## src/hw/assr_pkg.sv

```systemverilog
// Purpose: constants and types for the alu status and bank select register block
// Assumes: 32-bit apb, one aligned word per register
// Notes:   bit positions of the status byte and the apb map live here
package assr_pkg;

   localparam logic [7:0] ASSR_STATUS_OFFSET = 8'h00;
   localparam logic [7:0] ASSR_CORE_OFFSET   = 8'h04;
   localparam logic [7:0] ASSR_BANK_OFFSET   = 8'h08;

   localparam int ASSR_BIT_CARRY  = 0;
   localparam int ASSR_BIT_NIBBLE = 1;
   localparam int ASSR_BIT_ZERO   = 2;
   localparam int ASSR_BIT_SLEEP  = 3;
   localparam int ASSR_BIT_EXPIRY = 4;
   localparam int ASSR_BIT_RP0    = 5;
   localparam int ASSR_BIT_RP1    = 6;
   localparam int ASSR_BIT_IRP    = 7;

   // reset value: banks 0, both reset-cause flags one, alu flags zero
   localparam logic [7:0] ASSR_STATUS_RESET = 8'h18;
   // mask of bits that an ordinary write may change
   localparam logic [7:0] ASSR_WRITE_MASK   = 8'he7;
   localparam logic [7:0] ASSR_ALU_MASK     = 8'h07;
   localparam logic [7:0] ASSR_CLEAR_KEEP   = 8'h1b;

   localparam logic [8:0] ASSR_BANK_SIZE    = 9'h080;

   // core operation codes written to the core register
   typedef enum logic [3:0] {
      ASSR_OP_NONE     = 4'b0000,
      ASSR_OP_ADD      = 4'b0001,
      ASSR_OP_SUB      = 4'b0010,
      ASSR_OP_LOGIC    = 4'b0011,
      ASSR_OP_MOVE     = 4'b0100,
      ASSR_OP_ZERO     = 4'b0101,
      ASSR_OP_KICK     = 4'b0110,
      ASSR_OP_SLEEP    = 4'b0111,
      ASSR_OP_EXPIRE   = 4'b1000,
      ASSR_OP_BITCLR   = 4'b1001,
      ASSR_OP_BITSET   = 4'b1010,
      ASSR_OP_SWAP     = 4'b1011
   } assr_op_e;

   // core register fields: [3:0] op, [4] target is status, [7:5] bit index, [15:8] w, [23:16] f
   localparam int ASSR_CORE_OP_LSB   = 0;
   localparam int ASSR_CORE_DST_BIT  = 4;
   localparam int ASSR_CORE_IDX_LSB  = 5;
   localparam int ASSR_CORE_W_LSB    = 8;
   localparam int ASSR_CORE_F_LSB    = 16;

   typedef enum logic [1:0] {
      ASSR_ST_IDLE   = 2'b00,
      ASSR_ST_ACCESS = 2'b01
   } assr_state_e;

endpackage : assr_pkg

```

## src/hw/assr_alu_if.sv

```systemverilog
// Purpose: carries one core operation and its flag result between modules
// Assumes: single clock domain
// Notes:   the core drives the request, the alu drives the result
`timescale 1ns/1ps
interface assr_alu_if;
   logic [3:0] op;
   logic [7:0] w_val;
   logic [7:0] f_val;
   logic [7:0] result;
   logic       zero;
   logic       nibble_carry;
   logic       carry;
   logic       flags_valid;

   modport core (output op, output w_val, output f_val,
                 input result, input zero, input nibble_carry, input carry, input flags_valid);
   modport alu  (input op, input w_val, input f_val,
                 output result, output zero, output nibble_carry, output carry, output flags_valid);
endinterface : assr_alu_if

```

## src/hw/assr_top.sv

```systemverilog
// Purpose: alu status and bank select register with apb access
// Assumes: apb master holds each request until pready; pclk 100 MHz
// Notes:   a write to the core register runs one instruction against the status register
//
// How it works
// - one status byte holds alu flags, reset-cause flags and bank select bits.
// - any instruction may name the status register as destination like a file register.
// - a flag-updating instruction aimed at the status register loses its write to zero, nibble carry and carry.
// - data writes never change the expiry and sleep-entry flags; only the kick, sleep and expire ops do.
// - clearing the status register zeroes the top three bits, keeps bits 4..0 except the zero flag, which is set.
// - subtraction gives carry as inverted borrow and nibble carry as inverted nibble borrow.
// - bit 7 picks banks 2-3 for indirect addressing when one, banks 0-1 when zero.
// - bits 6-5 pick one of four 128-byte direct banks.
`timescale 1ns/1ps
module assr_top (
   input  wire logic        pclk,
   input  wire logic        presetn,
   input  wire logic        psel,
   input  wire logic        penable,
   input  wire logic        pwrite,
   input  wire logic [7:0]  paddr,
   input  wire logic [31:0] pwdata,
   output logic      [31:0] prdata,
   output logic             pready,
   output logic             pslverr,
   input  wire logic [6:0]  direct_addr,
   input  wire logic [7:0]  indirect_ptr,
   output logic      [7:0]  status_out,
   output logic      [7:0]  result_out,
   output logic      [8:0]  direct_full_addr,
   output logic      [8:0]  indirect_full_addr
);
   import assr_pkg::*;

   typedef struct packed {
      assr_state_e state;
      logic [7:0]  status;
      logic [7:0]  result;
      logic [23:0] core;
      logic [31:0] rdata;
      logic        ready;
      logic        slverr;
      logic [8:0]  dfull;
      logic [8:0]  ifull;
   } assr_regs_s;

   assr_regs_s r_reg;
   assr_regs_s r_next;

   assr_alu_if alu_bus ();
   logic [8:0] dfull_w;
   logic [8:0] ifull_w;

   assr_alu u_alu (
      .a (alu_bus.alu)
   );

   assr_bank_decode u_bank (
      .status        (r_reg.status),
      .direct_addr   (direct_addr),
      .indirect_ptr  (indirect_ptr),
      .direct_full   (dfull_w),
      .indirect_full (ifull_w)
   );

   logic       setup;
   logic       access;
   logic [3:0] wr_op;
   logic       wr_dst;
   logic [2:0] wr_idx;
   logic [7:0] wr_w;
   logic [7:0] wr_f;
   logic [7:0] operand_f;

   assign setup  = psel && !penable;
   assign access = psel && penable && (r_reg.state == ASSR_ST_ACCESS);
   assign wr_op  = pwdata[ASSR_CORE_OP_LSB +: 4];
   assign wr_dst = pwdata[ASSR_CORE_DST_BIT];
   assign wr_idx = pwdata[ASSR_CORE_IDX_LSB +: 3];
   assign wr_w   = pwdata[ASSR_CORE_W_LSB +: 8];
   assign wr_f   = pwdata[ASSR_CORE_F_LSB +: 8];
   // when the destination is status the status byte itself is the file operand
   assign operand_f = wr_dst ? r_reg.status : wr_f;

   assign alu_bus.op    = wr_op;
   assign alu_bus.w_val = wr_w;
   assign alu_bus.f_val = operand_f;

   // status image after an instruction runs
   function automatic logic [7:0] exec_status(
      input logic [7:0] st,
      input logic [3:0] op,
      input logic       dst,
      input logic [2:0] idx,
      input logic [7:0] res,
      input logic       z,
      input logic       dc,
      input logic       c,
      input logic       fv,
      input logic [7:0] wv
   );
      logic [7:0] n;
      logic [7:0] dat;
      n   = st;
      dat = res;
      case (op)
         ASSR_OP_BITCLR: dat = st & ~(8'h01 << idx);
         ASSR_OP_BITSET: dat = st | (8'h01 << idx);
         ASSR_OP_SWAP:   dat = {st[3:0], st[7:4]};
         ASSR_OP_MOVE:   dat = wv;
         ASSR_OP_ZERO:   dat = 8'h00;
         default:        dat = res;
      endcase
      // data write to status, protected flags kept
      if (dst && op != ASSR_OP_NONE && op != ASSR_OP_KICK && op != ASSR_OP_SLEEP && op != ASSR_OP_EXPIRE) begin
         n = (st & ~ASSR_WRITE_MASK) | (dat & ASSR_WRITE_MASK);
      end
      if (op == ASSR_OP_ZERO) begin
         n = st & ASSR_CLEAR_KEEP;
         n[ASSR_BIT_ZERO] = 1'b1;
      end
      if (op == ASSR_OP_LOGIC) begin
         // and only updates zero, but the data write to nibble carry and carry is blocked as well
         n[ASSR_BIT_ZERO]   = z;
         n[ASSR_BIT_NIBBLE] = st[ASSR_BIT_NIBBLE];
         n[ASSR_BIT_CARRY]  = st[ASSR_BIT_CARRY];
      end
      if (fv) begin
         n[ASSR_BIT_ZERO]   = z;
         n[ASSR_BIT_NIBBLE] = dc;
         n[ASSR_BIT_CARRY]  = c;
      end
      case (op)
         ASSR_OP_KICK: begin
            n[ASSR_BIT_EXPIRY] = 1'b1;
            n[ASSR_BIT_SLEEP]  = 1'b1;
         end
         ASSR_OP_SLEEP: begin
            n[ASSR_BIT_EXPIRY] = 1'b1;
            n[ASSR_BIT_SLEEP]  = 1'b0;
         end
         ASSR_OP_EXPIRE: begin
            n[ASSR_BIT_EXPIRY] = 1'b0;
         end
         default: begin
         end
      endcase
      return n;
   endfunction : exec_status

   always_comb begin
      r_next        = r_reg;
      r_next.ready  = 1'b0;
      r_next.slverr = 1'b0;
      r_next.dfull  = dfull_w;
      r_next.ifull  = ifull_w;
      case (r_reg.state)
         ASSR_ST_IDLE: begin
            if (setup) begin
               r_next.state = ASSR_ST_ACCESS;
            end
         end
         ASSR_ST_ACCESS: begin
            if (access && !r_reg.ready) begin
               r_next.ready = 1'b1;
               if (pwrite) begin
                  if (paddr == ASSR_STATUS_OFFSET) begin
                     // direct store to status: a plain move through the protect mask
                     r_next.status = (r_reg.status & ~ASSR_WRITE_MASK)
                                   | (pwdata[7:0] & ASSR_WRITE_MASK);
                  end else if (paddr == ASSR_CORE_OFFSET) begin
                     r_next.core   = pwdata[23:0];
                     r_next.result = alu_bus.result;
                     r_next.status = exec_status(r_reg.status, wr_op, wr_dst, wr_idx,
                                                 alu_bus.result, alu_bus.zero,
                                                 alu_bus.nibble_carry, alu_bus.carry,
                                                 alu_bus.flags_valid, wr_w);
                  end else if (paddr == ASSR_BANK_OFFSET) begin
                     r_next.slverr = 1'b0;
                  end else begin
                     r_next.slverr = 1'b1;
                  end
               end else begin
                  if (paddr == ASSR_STATUS_OFFSET) begin
                     r_next.rdata = {24'h000000, r_reg.status};
                  end else if (paddr == ASSR_CORE_OFFSET) begin
                     r_next.rdata = {r_reg.result, r_reg.core};
                  end else if (paddr == ASSR_BANK_OFFSET) begin
                     r_next.rdata = {7'h00, r_reg.ifull, 7'h00, r_reg.dfull};
                  end else begin
                     r_next.rdata  = 32'h00000000;
                     r_next.slverr = 1'b1;
                  end
               end
            end else if (r_reg.ready) begin
               r_next.state = setup ? ASSR_ST_ACCESS : ASSR_ST_IDLE;
            end
         end
         default: begin
            r_next.state = ASSR_ST_IDLE;
         end
      endcase
   end

   always_ff @(posedge pclk or negedge presetn) begin
      if (!presetn) begin
         r_reg.state  <= ASSR_ST_IDLE;
         r_reg.status <= ASSR_STATUS_RESET;
         r_reg.result <= 8'h00;
         r_reg.core   <= 24'h000000;
         r_reg.rdata  <= 32'h00000000;
         r_reg.ready  <= 1'b0;
         r_reg.slverr <= 1'b0;
         r_reg.dfull  <= 9'h000;
         r_reg.ifull  <= 9'h000;
      end else begin
         r_reg <= r_next;
      end
   end

   assign prdata             = r_reg.rdata;
   assign pready             = r_reg.ready;
   assign pslverr            = r_reg.slverr;
   assign status_out         = r_reg.status;
   assign result_out         = r_reg.result;
   assign direct_full_addr   = r_reg.dfull;
   assign indirect_full_addr = r_reg.ifull;

endmodule : assr_top

```

## src/hw/assr_alu.sv

```systemverilog
// Purpose: combinational alu producing the result and its three status flags
// Assumes: operands valid for the whole cycle
// Notes:   flags_valid marks operations that update zero, nibble carry and carry
`timescale 1ns/1ps
module assr_alu (
   assr_alu_if.alu a
);
   import assr_pkg::*;

   logic [8:0] sum;
   logic [4:0] low_sum;

   always_comb begin
      sum           = 9'h000;
      low_sum       = 5'h00;
      a.result      = 8'h00;
      a.zero        = 1'b0;
      a.nibble_carry = 1'b0;
      a.carry       = 1'b0;
      a.flags_valid = 1'b0;
      case (a.op)
         ASSR_OP_ADD: begin
            sum           = {1'b0, a.f_val} + {1'b0, a.w_val};
            low_sum       = {1'b0, a.f_val[3:0]} + {1'b0, a.w_val[3:0]};
            a.result      = sum[7:0];
            a.carry       = sum[8];
            a.nibble_carry = low_sum[4];
            a.zero        = (sum[7:0] == 8'h00);
            a.flags_valid = 1'b1;
         end
         ASSR_OP_SUB: begin
            // f minus w as f plus two's complement of w: carry out is not-borrow
            sum           = {1'b0, a.f_val} + {1'b0, ~a.w_val} + 9'h001;
            low_sum       = {1'b0, a.f_val[3:0]} + {1'b0, ~a.w_val[3:0]} + 5'h01;
            a.result      = sum[7:0];
            a.carry       = sum[8];
            a.nibble_carry = low_sum[4];
            a.zero        = (sum[7:0] == 8'h00);
            a.flags_valid = 1'b1;
         end
         ASSR_OP_LOGIC: begin
            a.result = a.f_val & a.w_val;
            a.zero   = (a.result == 8'h00);
         end
         default: begin
            a.result = a.w_val;
         end
      endcase
   end

endmodule : assr_alu

```

## src/hw/assr_bank_decode.sv

```systemverilog
// Purpose: turns the bank select bits and an address into a data memory address
// Assumes: 7-bit direct address, 8-bit indirect pointer
// Notes:   purely combinational
`timescale 1ns/1ps
module assr_bank_decode (
   input  wire logic [7:0] status,
   input  wire logic [6:0] direct_addr,
   input  wire logic [7:0] indirect_ptr,
   output logic      [8:0] direct_full,
   output logic      [8:0] indirect_full
);
   import assr_pkg::*;

   // each bank is 128 bytes, so the two select bits form address bits 8:7
   assign direct_full   = {status[ASSR_BIT_RP1], status[ASSR_BIT_RP0], direct_addr};
   // the indirect pair bit lifts the pointer into banks 2 and 3
   assign indirect_full = {status[ASSR_BIT_IRP], indirect_ptr};

endmodule : assr_bank_decode

```

## config.mk

```make
export PLATFORM = sky130hd
export DESIGN_NAME = assr_top
export DESIGN_NICKNAME = d
export VERILOG_FILES = /design/src/hw/assr_pkg.sv /design/src/hw/assr_alu_if.sv /design/src/hw/assr_top.sv /design/src/hw/assr_alu.sv /design/src/hw/assr_bank_decode.sv
export SDC_FILE = /design/constraint.sdc
export NUM_CORES = 1
export LEC_CHECK = 0
export BUFFER_PORTS_ARGS = -buffer_cell sky130_fd_sc_hd__buf_2
export CORE_MARGIN = 3
export CORE_UTILIZATION = 45
export DETAILED_ROUTE_END_ITERATION = 8
export GPL_ROUTABILITY_DRIVEN = 0
export PLACE_DENSITY_LB_ADDON = 0.2
export SLEW_MARGIN = 0
export SYNTH_ARGS = -nofsm -noshare
export SYNTH_HDL_FRONTEND = slang
export SYNTH_SLANG_ARGS = --single-unit
```

## constraint.sdc

```tcl
create_clock -name pclk -period 7.3 [get_ports pclk]
set_input_delay 0 -clock pclk [delete_from_list [all_inputs] [get_ports pclk]]
set_output_delay 0 -clock pclk [all_outputs]
set_load 0.05 [all_outputs]
```

==> results of run 1 <==
## report_power, final
part / leakage (nW) / switching (W) / internal, W / total (W)
clock network: 0.145 / 0.000200 / 0.000274 / 0.000474
logic: 1.77 / 0.000140 / 0.0000767 / 0.000217
registers: 1.25 / 0.00000605 / 0.000524 / 0.000530
total: 3.17 / 0.000346 / 0.000875 / 0.00122
## timing repair
item,CTS,global route
endpoints found under the hold margin,54,0
setup endpoints to repair,0,0
hold buffers,31,0
## critical path: stages, from the launching register on
cell and delay (ns):
dfrtp_1 0.48, mux2i_1 0.23, ha_1 0.21, inv_1 0.05
fa_1 0.40, a211oi_2 0.24, nor2_1 0.11, xor2_1 0.17
or4_4 0.53, a2111oi_2 0.34, o21ai_1 0.14, a21oi_1 0.13
## how the worst min path moves through the flow
| stage | from | end | cells after the start |
|---|---|---|---|
| after floorplan | presetn | direct_full_addr[0] | 0 |
| after global placement | presetn | prdata[24] | 1 |
| after detailed placement | presetn | prdata[24] | 1 |
| after CTS | pwdata[11] | r_reg[63] | 3 |
| after global routing | pwdata[12] | r_reg[64] | 3 |
| final | pwdata[11] | r_reg[63] | 3 |
## through the flow
stage | instance area, um2 | setup slack, ns | instances | utilization [%]
floorplan | 5850 | 4.54 | 675 | -
CTS | 6660 | 4.20 | 911 | 52.5
global route | 6660 | 3.97 | 911 | 52.5
detailed placement | 6050 | 4.21 | 865 | 47.7
global placement | 6050 | 4.26 | 865 | 47.7
finish | 6660 | 4.22 | 911 | 52.5
## routing by layer
layer | wire length (um) | global-route usage [%]
met5 | 0 | 0
met4 | 329 | 6.94
met3 | 1270 | 3.82
met2 | 7100 | 33.3
met1 | 7310 | 32.3
## cell usage after synthesis, types with 4 or more instances
master / number
nand2_1: 131
dfrtp_1: 91
buf_4: 66
o21ai_0: 65
clkbuf_1: 30
nor2_1: 26
a21oi_1: 25
inv_1: 20
ha_1: 18
mux2i_1: 15
o21ai_1: 15
a22oi_1: 13
nor2b_1: 10
a22o_1: 9
nand2b_1: 8
nand3_1: 8
nor3_1: 8
o22ai_1: 8
a31oi_1: 7
mux2_2: 7
buf_2: 6
xnor2_1: 6
a211oi_1: 4
o2bb2ai_1: 4
xor2_1: 4
## area by class of cell
class	instances	share of cell area [%]
Multi-Input combinational cell	457	42.1
Tap cell	172	3.23
Timing Repair Buffer	153	14.0
Inverter	21	1.18
Sequential cell	93	35.0
Clock buffer	10	3.59
Clock inverter	5	0.902
## logic make-up after synthesis
logic type / count (synthesis) / synth area share [%]
buffers and inverters: 125 / 12.4
adders and majority gates: 20 / 4.53
AOI/OAI and AO/OA: 187 / 20.8
and+or+nand+nor: 218 / 17.1
muxes: 22 / 3.91
DFF: 93 / 39.8
xor gates and xnor gates: 10 / 1.50
==> impl_results.md, run 1 <==
- Die Footprint: between 10000 and 15000 um2
- 1st-pass router iterations: 6
- # DRC: 0
- Mapped Nets: 755
- Vias in the first global route: roughly 4800
- Number of synthesized flops with an enable pin: 0
- Clk_lat worst skew: approximately 0.34 ns
- Post-synthesis cell area: between 5000 and 6000 um2
- Fmax achieved: about 0.32 GHz
- H-tree depth: 3
- Outcome: finished clean
- Fillcell total: roughly 1200
- Multi-input logic area: 2800 um2
- WP data arrival: between 3 and 4 ns
- Crit. End Element: register
- DRT iter0 DRCs: approximately 530
- # rows: about 40
- I/O pin total: about 130
- RSZ-0062 raised after global routing: no
- Global-route wire length before repair: about 26000 um
- Worst-margin pin slew: ~0.95 ns
- Worst VDD drop: 0.000122 V
- Final setup fails: 0
- N_diodes: 0
- Post-DRT Antenna Nets: 0
- Largest net degree at the start of global routing: 69
- Core area: 12700 um2
- Crit path from: status_out[0]
- CTS Root Cell: clkbuf_16
- Synthesized instance count: a little under 700
- #FFs+latches synth: 93
- Initial core utilization: a little under half
- Post-synth top flop: dfrtp_1
- Hold Fails Final Rpt: 0
- Worst-path clk slew: around 0.07 ns
- Yosys Warn Count: 0
- Clock Skews: about 0.0096 ns
- Remaining Overflow, GRT: 0
- Vias per cell: 5.54
- Register area: about 2300 um2
- Buffer count from post-CTS setup fixing: 0
- Share of cells above drive strength 1: about 22%
- Commonest non-fill, non-tap cell in the layout: nand2_1
- Die Y: around 120 um
- TritonCTS Buffers: 9
- R2r setup slk: between 4 and 5 ns
- Minimum clock period: 3.08 ns
- CTS tree: yes
- Number of max-cap violations: 0
- Max FFs per register: 32
- Mapped Avg Cell Area: approximately 8.7 um2
- Max clock buf depth: 2
- Power per Cell Area: approximately 180 nW/um2
- Slew HR: between 30% and 40%
- Commonest cells after routing, fill and taps aside: 131 x nand2_1, 118 x buf_2, 91 x dfrtp_1
- CTS-repair resized insts: 0
- Critical Path Fanout Max: 5
- Port bufs: ~120
- Final Cycle Share: between 40% and 50%
- Worst flop-to-flop path endpoint: status_out[2]
- Final nets: between 800 and 900
- Worst r2r src: status_out[0]
- Final total power: 0.00122 W
- Critical Path End: status_out[2]
- Type of the worst setup path: reg2reg
- Die W: between 100 and 150 um
- WHS: 0.0521 ns
- Area growth from synthesis to layout: 13.7%
- Area leader, netlist: dfrtp_1
- Reg2reg path depth: 11
- Setup TNS: 0 ns
- Critical path required time: about 7.6 ns
- Via count: 5047
- P_leak: about 3.2 nW
- Hold crit path type: in2reg
- Synth top area cells: dfrtp_1 39%, buf_4 8.5%, nand2_1 8.4%, o21ai_0 5.6%, ha_1 3.8%
- Sinks on Clock Net: between 90 and 100
- Drt wl/cell: roughly 18 um
- Dpl hpwl: about 12000 um
- Initial antenna violation count: 0
- CP startpoint kind: register
- All-layer global routing usage: around 22%
- Synth top area share: 38.9%
- Pins Over Slew Limit: 0
- Fraction of the yosys area taken by sequential cells: 39.8%
- Yosys cell types: 71
- Routed WL: roughly 16000 um
- Asr flop ratio synth: 100%
Power figures use the tool's default switching activity.
==> run 2: changes to the inputs <==
--- a/config.mk
+++ b/config.mk
@@ -5,6 +5,7 @@
 export SDC_FILE = /design/constraint.sdc
 export NUM_CORES = 1
 export LEC_CHECK = 0
+export ABC_AREA = 1
 export BUFFER_PORTS_ARGS = -buffer_cell sky130_fd_sc_hd__buf_2
 export CORE_MARGIN = 3
 export CORE_UTILIZATION = 45
==> constraint.sdc (replaced) <==
create_clock -name pclk -period 2.9 [get_ports pclk]
set_input_delay 0 -clock pclk [delete_from_list [all_inputs] [get_ports pclk]]
set_output_delay 0 -clock pclk [all_outputs]
set_load 0.05 [all_outputs]
==> impl_results.md, run 2 <==
- Hold-fix buffers, CTS: 35
- 1st-pass router iterations: 5
- Die Footprint: approximately 14000 um2
- Yosys cell types: 40
- Commonest cells after routing, fill and taps aside: 243 x nand2_1, 118 x buf_2, 91 x dfrtp_1
- P_leak: around 3.8 nW
- Hold crit path type: in2reg
- Outcome: finished clean
- Slew HR: between 20% and 30%
- WHS: 0.0123 ns
- Dpl hpwl: about 12000 um
- Clock Skews: about 0.0088 ns
- Port bufs: 119
- Vias in the first global route: slightly above 5000
- Fillcell total: 1241
- Hold Fails Final Rpt: 0
- Area leader, netlist: dfrtp_1
- Number of max-cap violations: 0
- Via count: between 5000 and 6000
- Logic pwr share: 17.4%
- HP Start: pwdata[15]
- Sw Share: 29.8%
- Share of cells above drive strength 1: between 10% and 20%
- Sinks on Clock Net: 93
- Routed WL: between 15000 and 20000 um
- Final nets: around 960
- Remaining Overflow, GRT: 0
- Final setup fails: 0
- N_diodes: 0
- Minimum clock period: between 2 and 3 ns
- Fraction of the yosys area taken by sequential cells: 39.9%
- Power per Cell Area: roughly 440 nW/um2
- Post-synth top cells: 243 x nand2_1, 91 x dfrtp_1, 89 x inv_1
- Vias per cell: between 5 and 6
- Worst flop-to-flop path endpoint: status_out[2]
- Crit. End Element: register
- #FFs+latches synth: between 90 and 100
- Commonest non-fill, non-tap cell in the layout: nand2_1
- Endpoint with the worst hold slack: r_reg[67]
- H-tree depth: 3
- Worst r2r src: status_out[0]
- Type of the worst setup path: reg2reg
- Reg2reg path depth: 17
- Clock power frac: 38.0%
- GR met1 Demand/Resource: ~33%
- Critical Path Fanout Max: 4
- Initial antenna violation count: 0
- Mapped Nets: a little under 900
- Pins Over Slew Limit: 0
- Setup TNS: 0 ns
- Met2 Track Usage GR: 35.8%
- CTS tree: yes
- Area growth from synthesis to layout: 15.4%
- Synthesized instance count: 790
- Worst-path clk slew: approximately 0.07 ns
- Top Usage Layer GRT: met2
- # DRC: 0
- Yosys Warn Count: 0
- Fin area: 6750 um2
- Die W: between 100 and 150 um
- Drt wl/cell: roughly 15 um
- Sequential share of power: about 45%
- Number of synthesized flops with an enable pin: 0
- I/O pin total: 128
- Count leader, synth: nand2_1
- Synth top area cells: dfrtp_1 39%, nand2_1 16%, buf_4 8.6%, inv_1 5.7%, o21ai_0 5.5%
- Clk_lat worst skew: 0.34 ns
- Util after Layout: between 50 and 60%
- WP data arrival: 2.85 ns
- Largest net degree at the start of global routing: 73
- TritonCTS Buffers: 9
- CP startpoint kind: register
- # rows: 41
- Max clock buf depth: 2
- Met3 Track Usage GR: about 3.3%
- Final Cycle Share: between 80 and 90%
- Global-route wire length before repair: around 26000 um
- DRT iter0 DRCs: 503
- Die Y: 120 um
- Post-synth top flop: dfrtp_1
- Internal power: 0.00210 W
- Worst-margin pin slew: 1.14 ns
- Synth top area share: between 30% and 40%
- Buffer count from post-CTS setup fixing: 0
- Critical path required time: roughly 3.2 ns
- Psw: just under 0.0009 W
- Core area: roughly 13000 um2
- Asr flop ratio synth: 100%
- Post-DRT Antenna Nets: 0
- Fmax achieved: between 0.3 and 0.4 GHz
- Worst VDD drop: 0.000237 V
- Initial core utilization: 46.1%
- R2r setup slk: approximately 0.32 ns
- CTS-repair resized insts: 0
- All-layer global routing usage: 22.8%
- RSZ-0062 raised after global routing: no
- Max FFs per register: 32
- Worst Hold Depth: 3
- Post-synthesis cell area: between 5000 and 6000 um2
- Mapped Avg Cell Area: 7.40 um2
- CTS Root Cell: clkbuf_16
- Placed cell areas: approximately 6100 um2
## run 2: cell types whose count changed in the layout (fill, tap and decap cells not counted), moves of 7 or more
cell,change
nand2_1,+112
inv_1,+69
nand3_1,+48
a21oi_1,+19
mux2i_1,-15
o21ai_2,+11
a22oi_1,-10
nor2b_1,-10
a22o_1,-9
o21ai_1,-9
mux2_2,-7
nand2b_1,-7
## run 2: final cells by class
class | instances | area (um2) | share of cell area [%]
Multi-Input combinational cell | 517 | 2560 | 37.9
Clock buffer | 10 | 239 | 3.54
Sequential cell | 93 | 2330 | 34.5
Clock inverter | 6 | 46.3 | 0.686
Tap cell | 172 | 215 | 3.19
Timing Repair Buffer | 162 | 1010 | 14.9
Inverter | 93 | 352 | 5.21
## run 2: logic make-up after synthesis
logic type                 share of synthesized area [%]
AOI/OAI and AO/OA                                   13.5
xor gates and xnor gates                           0.300
adders and majority gates                           4.54
buffers and inverters                               16.4
DFF                                                 39.9
and+or+nand+nor                                     25.4
## run 2: power groups by stage
stage | clock (W) | sequential [W] | combinational (W)
2_1_floorplan | 0 | 0.00137 | 0.000321
3_3_place_gp | 0 | 0.00136 | 0.000465
3_5_place_dp | 0 | 0.00136 | 0.000473
4_1_cts | 0.00116 | 0.00134 | 0.000514
5_1_grt | 0.00122 | 0.00134 | 0.000574
6_report | 0.00114 | 0.00134 | 0.000520
## run 2: metal layers
layer	up-vias	part of all wire [%]
met3	27	7.9
met4	0	1.9
li1	2653	-
met2	253	46
met1	2535	44
met5	-	0
## run 2: metrics by stage
stage	total power (W)	std cells	worst slack (ns)
4_1_cts	0.00301	1053	0.351
3_5_place_dp	0.00183	1002	0.375
2_1_floorplan	0.00169	790	0.787
5_1_grt	0.00313	1053	0.115
6_report	0.00299	1053	0.319
3_3_place_gp	0.00182	1002	0.492
## run 2: worst max-delay path by stage
| stage | startpoint | to | slack [ns] | depth (start not counted) |
|---|---|---|---|---|
| 2_1_floorplan | status_out[0] | status_out[2] | 0.79 | 17 |
| 3_3_place_gp | status_out[0] | status_out[2] | 0.49 | 17 |
| 3_5_place_dp | status_out[0] | status_out[2] | 0.38 | 17 |
| 4_1_cts | status_out[0] | status_out[2] | 0.35 | 17 |
| 5_1_grt | status_out[0] | status_out[2] | 0.11 | 17 |
| 6_report | status_out[0] | status_out[2] | 0.32 | 17 |
## run 2: worst max-delay path: stages, from the launching register on
cell and delay [ns]:
dfrtp_1 0.43, inv_1 0.11, nand2_1 0.06, o21ai_0 0.12, inv_1 0.07, ha_1 0.24, fa_1 0.42, nand3_1 0.13
nand2_1 0.13, nand2_1 0.13, nand2_1 0.09, nand2_1 0.09, nand2_1 0.06, nor2_1 0.08, nand2_1 0.05, nand3_1 0.09
nand2_1 0.07, a21oi_1 0.14
==> run 3: changes to the inputs <==
--- a/config.mk
+++ b/config.mk
@@ -5,10 +5,11 @@
 export SDC_FILE = /design/constraint.sdc
 export NUM_CORES = 1
 export LEC_CHECK = 0
-export ABC_AREA = 1
 export BUFFER_PORTS_ARGS = -buffer_cell sky130_fd_sc_hd__buf_2
+export CELL_PAD_IN_SITES_DETAIL_PLACEMENT = 2
+export CELL_PAD_IN_SITES_GLOBAL_PLACEMENT = 2
 export CORE_MARGIN = 3
-export CORE_UTILIZATION = 45
+export CORE_UTILIZATION = 33
 export DETAILED_ROUTE_END_ITERATION = 8
 export GPL_ROUTABILITY_DRIVEN = 0
 export PLACE_DENSITY_LB_ADDON = 0.2
==> impl_results.md, run 3 (synthesized netlist as in run 1, its figures left out) <==
- Logic pwr share: between 20% and 30%
- Internal power: 0.00225 W
- All-layer global routing usage: between 20% and 30%
- Pins Over Slew Limit: 0
- 1st-pass router iterations: 4
- Die W: between 100 and 150 um
- Non-Filler Instances: 996
- Worst-margin pin slew: slightly below 0.9 ns
- Minimum clock period: ~2.9 ns
- WP data arrival: 3.14 ns
- RSZ-0062 raised after global routing: yes
- Commonest non-fill, non-tap cell in the layout: nand2_1
- Hold crit path type: in2reg
- Placed cell count: around 940
- Port bufs: about 120
- Worst Hold Depth: 3
- Sinks on Clock Net: 93
- Via count: 5402
- Sw Share: between 30 and 40%
- Global-route wire length before repair: approximately 36000 um
- Post-DRT Antenna Nets: 0
- Die Footprint: a little under 20000 um2
- Final nets: between 800 and 900
- Initial antenna violation count: 0
- Worst-path clk slew: approximately 0.07 ns
- Clk_lat worst skew: ~0.35 ns
- I/O pin total: 128
- Routed WL: around 23000 um
- Setup ws final: roughly 0.03 ns
- Dpl hpwl: roughly 16000 um
- Fmax achieved: ~0.35 GHz
- Critical Path Fanout Max: 2
- Worst path cell trace: mux2i_2 -> ha_2 -> inv_1 -> fa_2 -> a211oi_4 -> nor2_2 -> xor2_2 -> or4_4 -> a2111oi_4 -> o21ai_1 -> a21oi_1
- Final setup fails: 0
- Sequential share of power: approximately two fifths
- Worst path max stage delay: 0.56 ns
- Vias per cell: around 5.4
- Vias in the first global route: slightly below 6000
- CP max-delay cell: or4_4
- Core area: about 17000 um2
- CP startpoint kind: register
- Worst VDD drop: between 0.0002 and 0.00025 V
- Largest net degree at the start of global routing: between 50 and 60
- Critical path required time: 3.17 ns
- Type of the worst setup path: reg2reg
- R2r setup slk: about 0.030 ns
- # rows: 48
- # DRC: 0
- Outcome: finished clean
- Final total power: roughly 0.0032 W
- Crit. End Element: register
- P_leak: roughly 3.3 nW
- Share of cells above drive strength 1: approximately 27%
- TritonCTS Buffers: 9
- N_diodes: 0
- Die Y: between 100 and 150 um
- DRT iter0 DRCs: about 280
- Max FFs per register: 32
- Final Cycle Share: ~99%
- CTS tree: yes
- Commonest cells after routing, fill and taps aside: 131 x nand2_1, 118 x buf_2, 91 x dfrtp_1
- Drt wl/cell: 22.9 um
- Reg2reg path depth: 11
- H-tree depth: 3
- Max clock buf depth: 2
- Hold Fails Final Rpt: 0
- Remaining Overflow, GRT: 0
- CTS Root Cell: clkbuf_16
- Clock power frac: 37.8%
- DP Worst Slack: -0.174 ns
- Psw: a little under 0.001 W
- Power per Cell Area: ~450 nW/um2
- Clock Skews: approximately 0.012 ns
- Slew HR: around two fifths
- Util after Layout: about two fifths
- Initial core utilization: around 34%
- Area growth from synthesis to layout: 20.9%
- WHS: between 0.04 and 0.05 ns
- Number of max-cap violations: 0
## run 3: cell types whose count changed in the layout (fill, tap and decap cells not counted), sizes merged, moves of 7 or more
cell | before | now
mux2i | 0 | 15
buf | 127 | 155
a21oi | 44 | 25
mux2 | 0 | 7
a22oi | 3 | 13
a22o | 0 | 9
nor2b | 0 | 10
nand3 | 56 | 8
nand2b | 0 | 8
nand2 | 244 | 131
inv | 94 | 20
## run 3: worst paths after layout
check / startpoint / endpoint
worst max-delay path: status_out[0] / status_out[2]
worst min-delay path: pwdata[11] / r_reg[63]
worst max register to register: status_out[0] / status_out[2]
worst min register to register: r_reg[59] / r_reg[59]
max in group asynchronous: presetn / status_out[3]
min in group asynchronous: presetn / prdata[25]
## run 3: power groups by stage
stage | combinational (W) | clock (W) | sequential, W
after global placement | 0.000552 | 0 | 0.00136
after floorplan | 0.000353 | 0 | 0.00136
after detailed placement | 0.000570 | 0 | 0.00136
final | 0.000667 | 0.00122 | 0.00133
after CTS | 0.000630 | 0.00124 | 0.00133
after global routing | 0.000717 | 0.00129 | 0.00134
## run 3: routing by layer
layer | global-route usage, % | part of all wire, % | vias up
met5 | 0 | 0 | -
met1 | 31.8 | 45 | 2768
met2 | 39.1 | 48 | 140
met3 | 2.66 | 3.9 | 33
met4 | 7.47 | 2.5 | 0
li1 | - | - | 2461
## run 3: timing repair
item                       CTS  global route
setup endpoints to repair    2             8
hold endpoints to repair    81             0
hold buffers                30             0
setup buffers                6             2
resized for setup           11            13
pin swaps                   11             7
## run 3: critical path, delay by kind of cell (launching register included)
kind | cells | cell delay [ns]
multiplexers | 1 | 0.21
AND/OR/NAND/NOR | 2 | 0.66
flip-flops | 1 | 0.40
XOR/XNOR | 1 | 0.16
buffers and inverters | 1 | 0.06
AO/OA/AOI/OAI | 4 | 0.70
adder cells (fa/ha/maj) | 2 | 0.59
## run 3: layout make-up
class / instances / area [um2]
clock buffer: 12 / 246
clock inverter: 3 / 46.3
fill: 1952 / 10300
inverter: 21 / 78.8
multi-input combinational: 457 / 2930
sequential: 93 / 2330
tap: 225 / 282
timing repair buffer: 185 / 1170
## run 3: metrics by stage
step | cell area (um2) | TNS, ns
4_1_cts | 6990 | 0
6_report | 7080 | 0
5_1_grt | 7080 | -0.186
3_5_place_dp | 6310 | -0.174
3_3_place_gp | 6310 | 0
2_1_floorplan | 5850 | 0
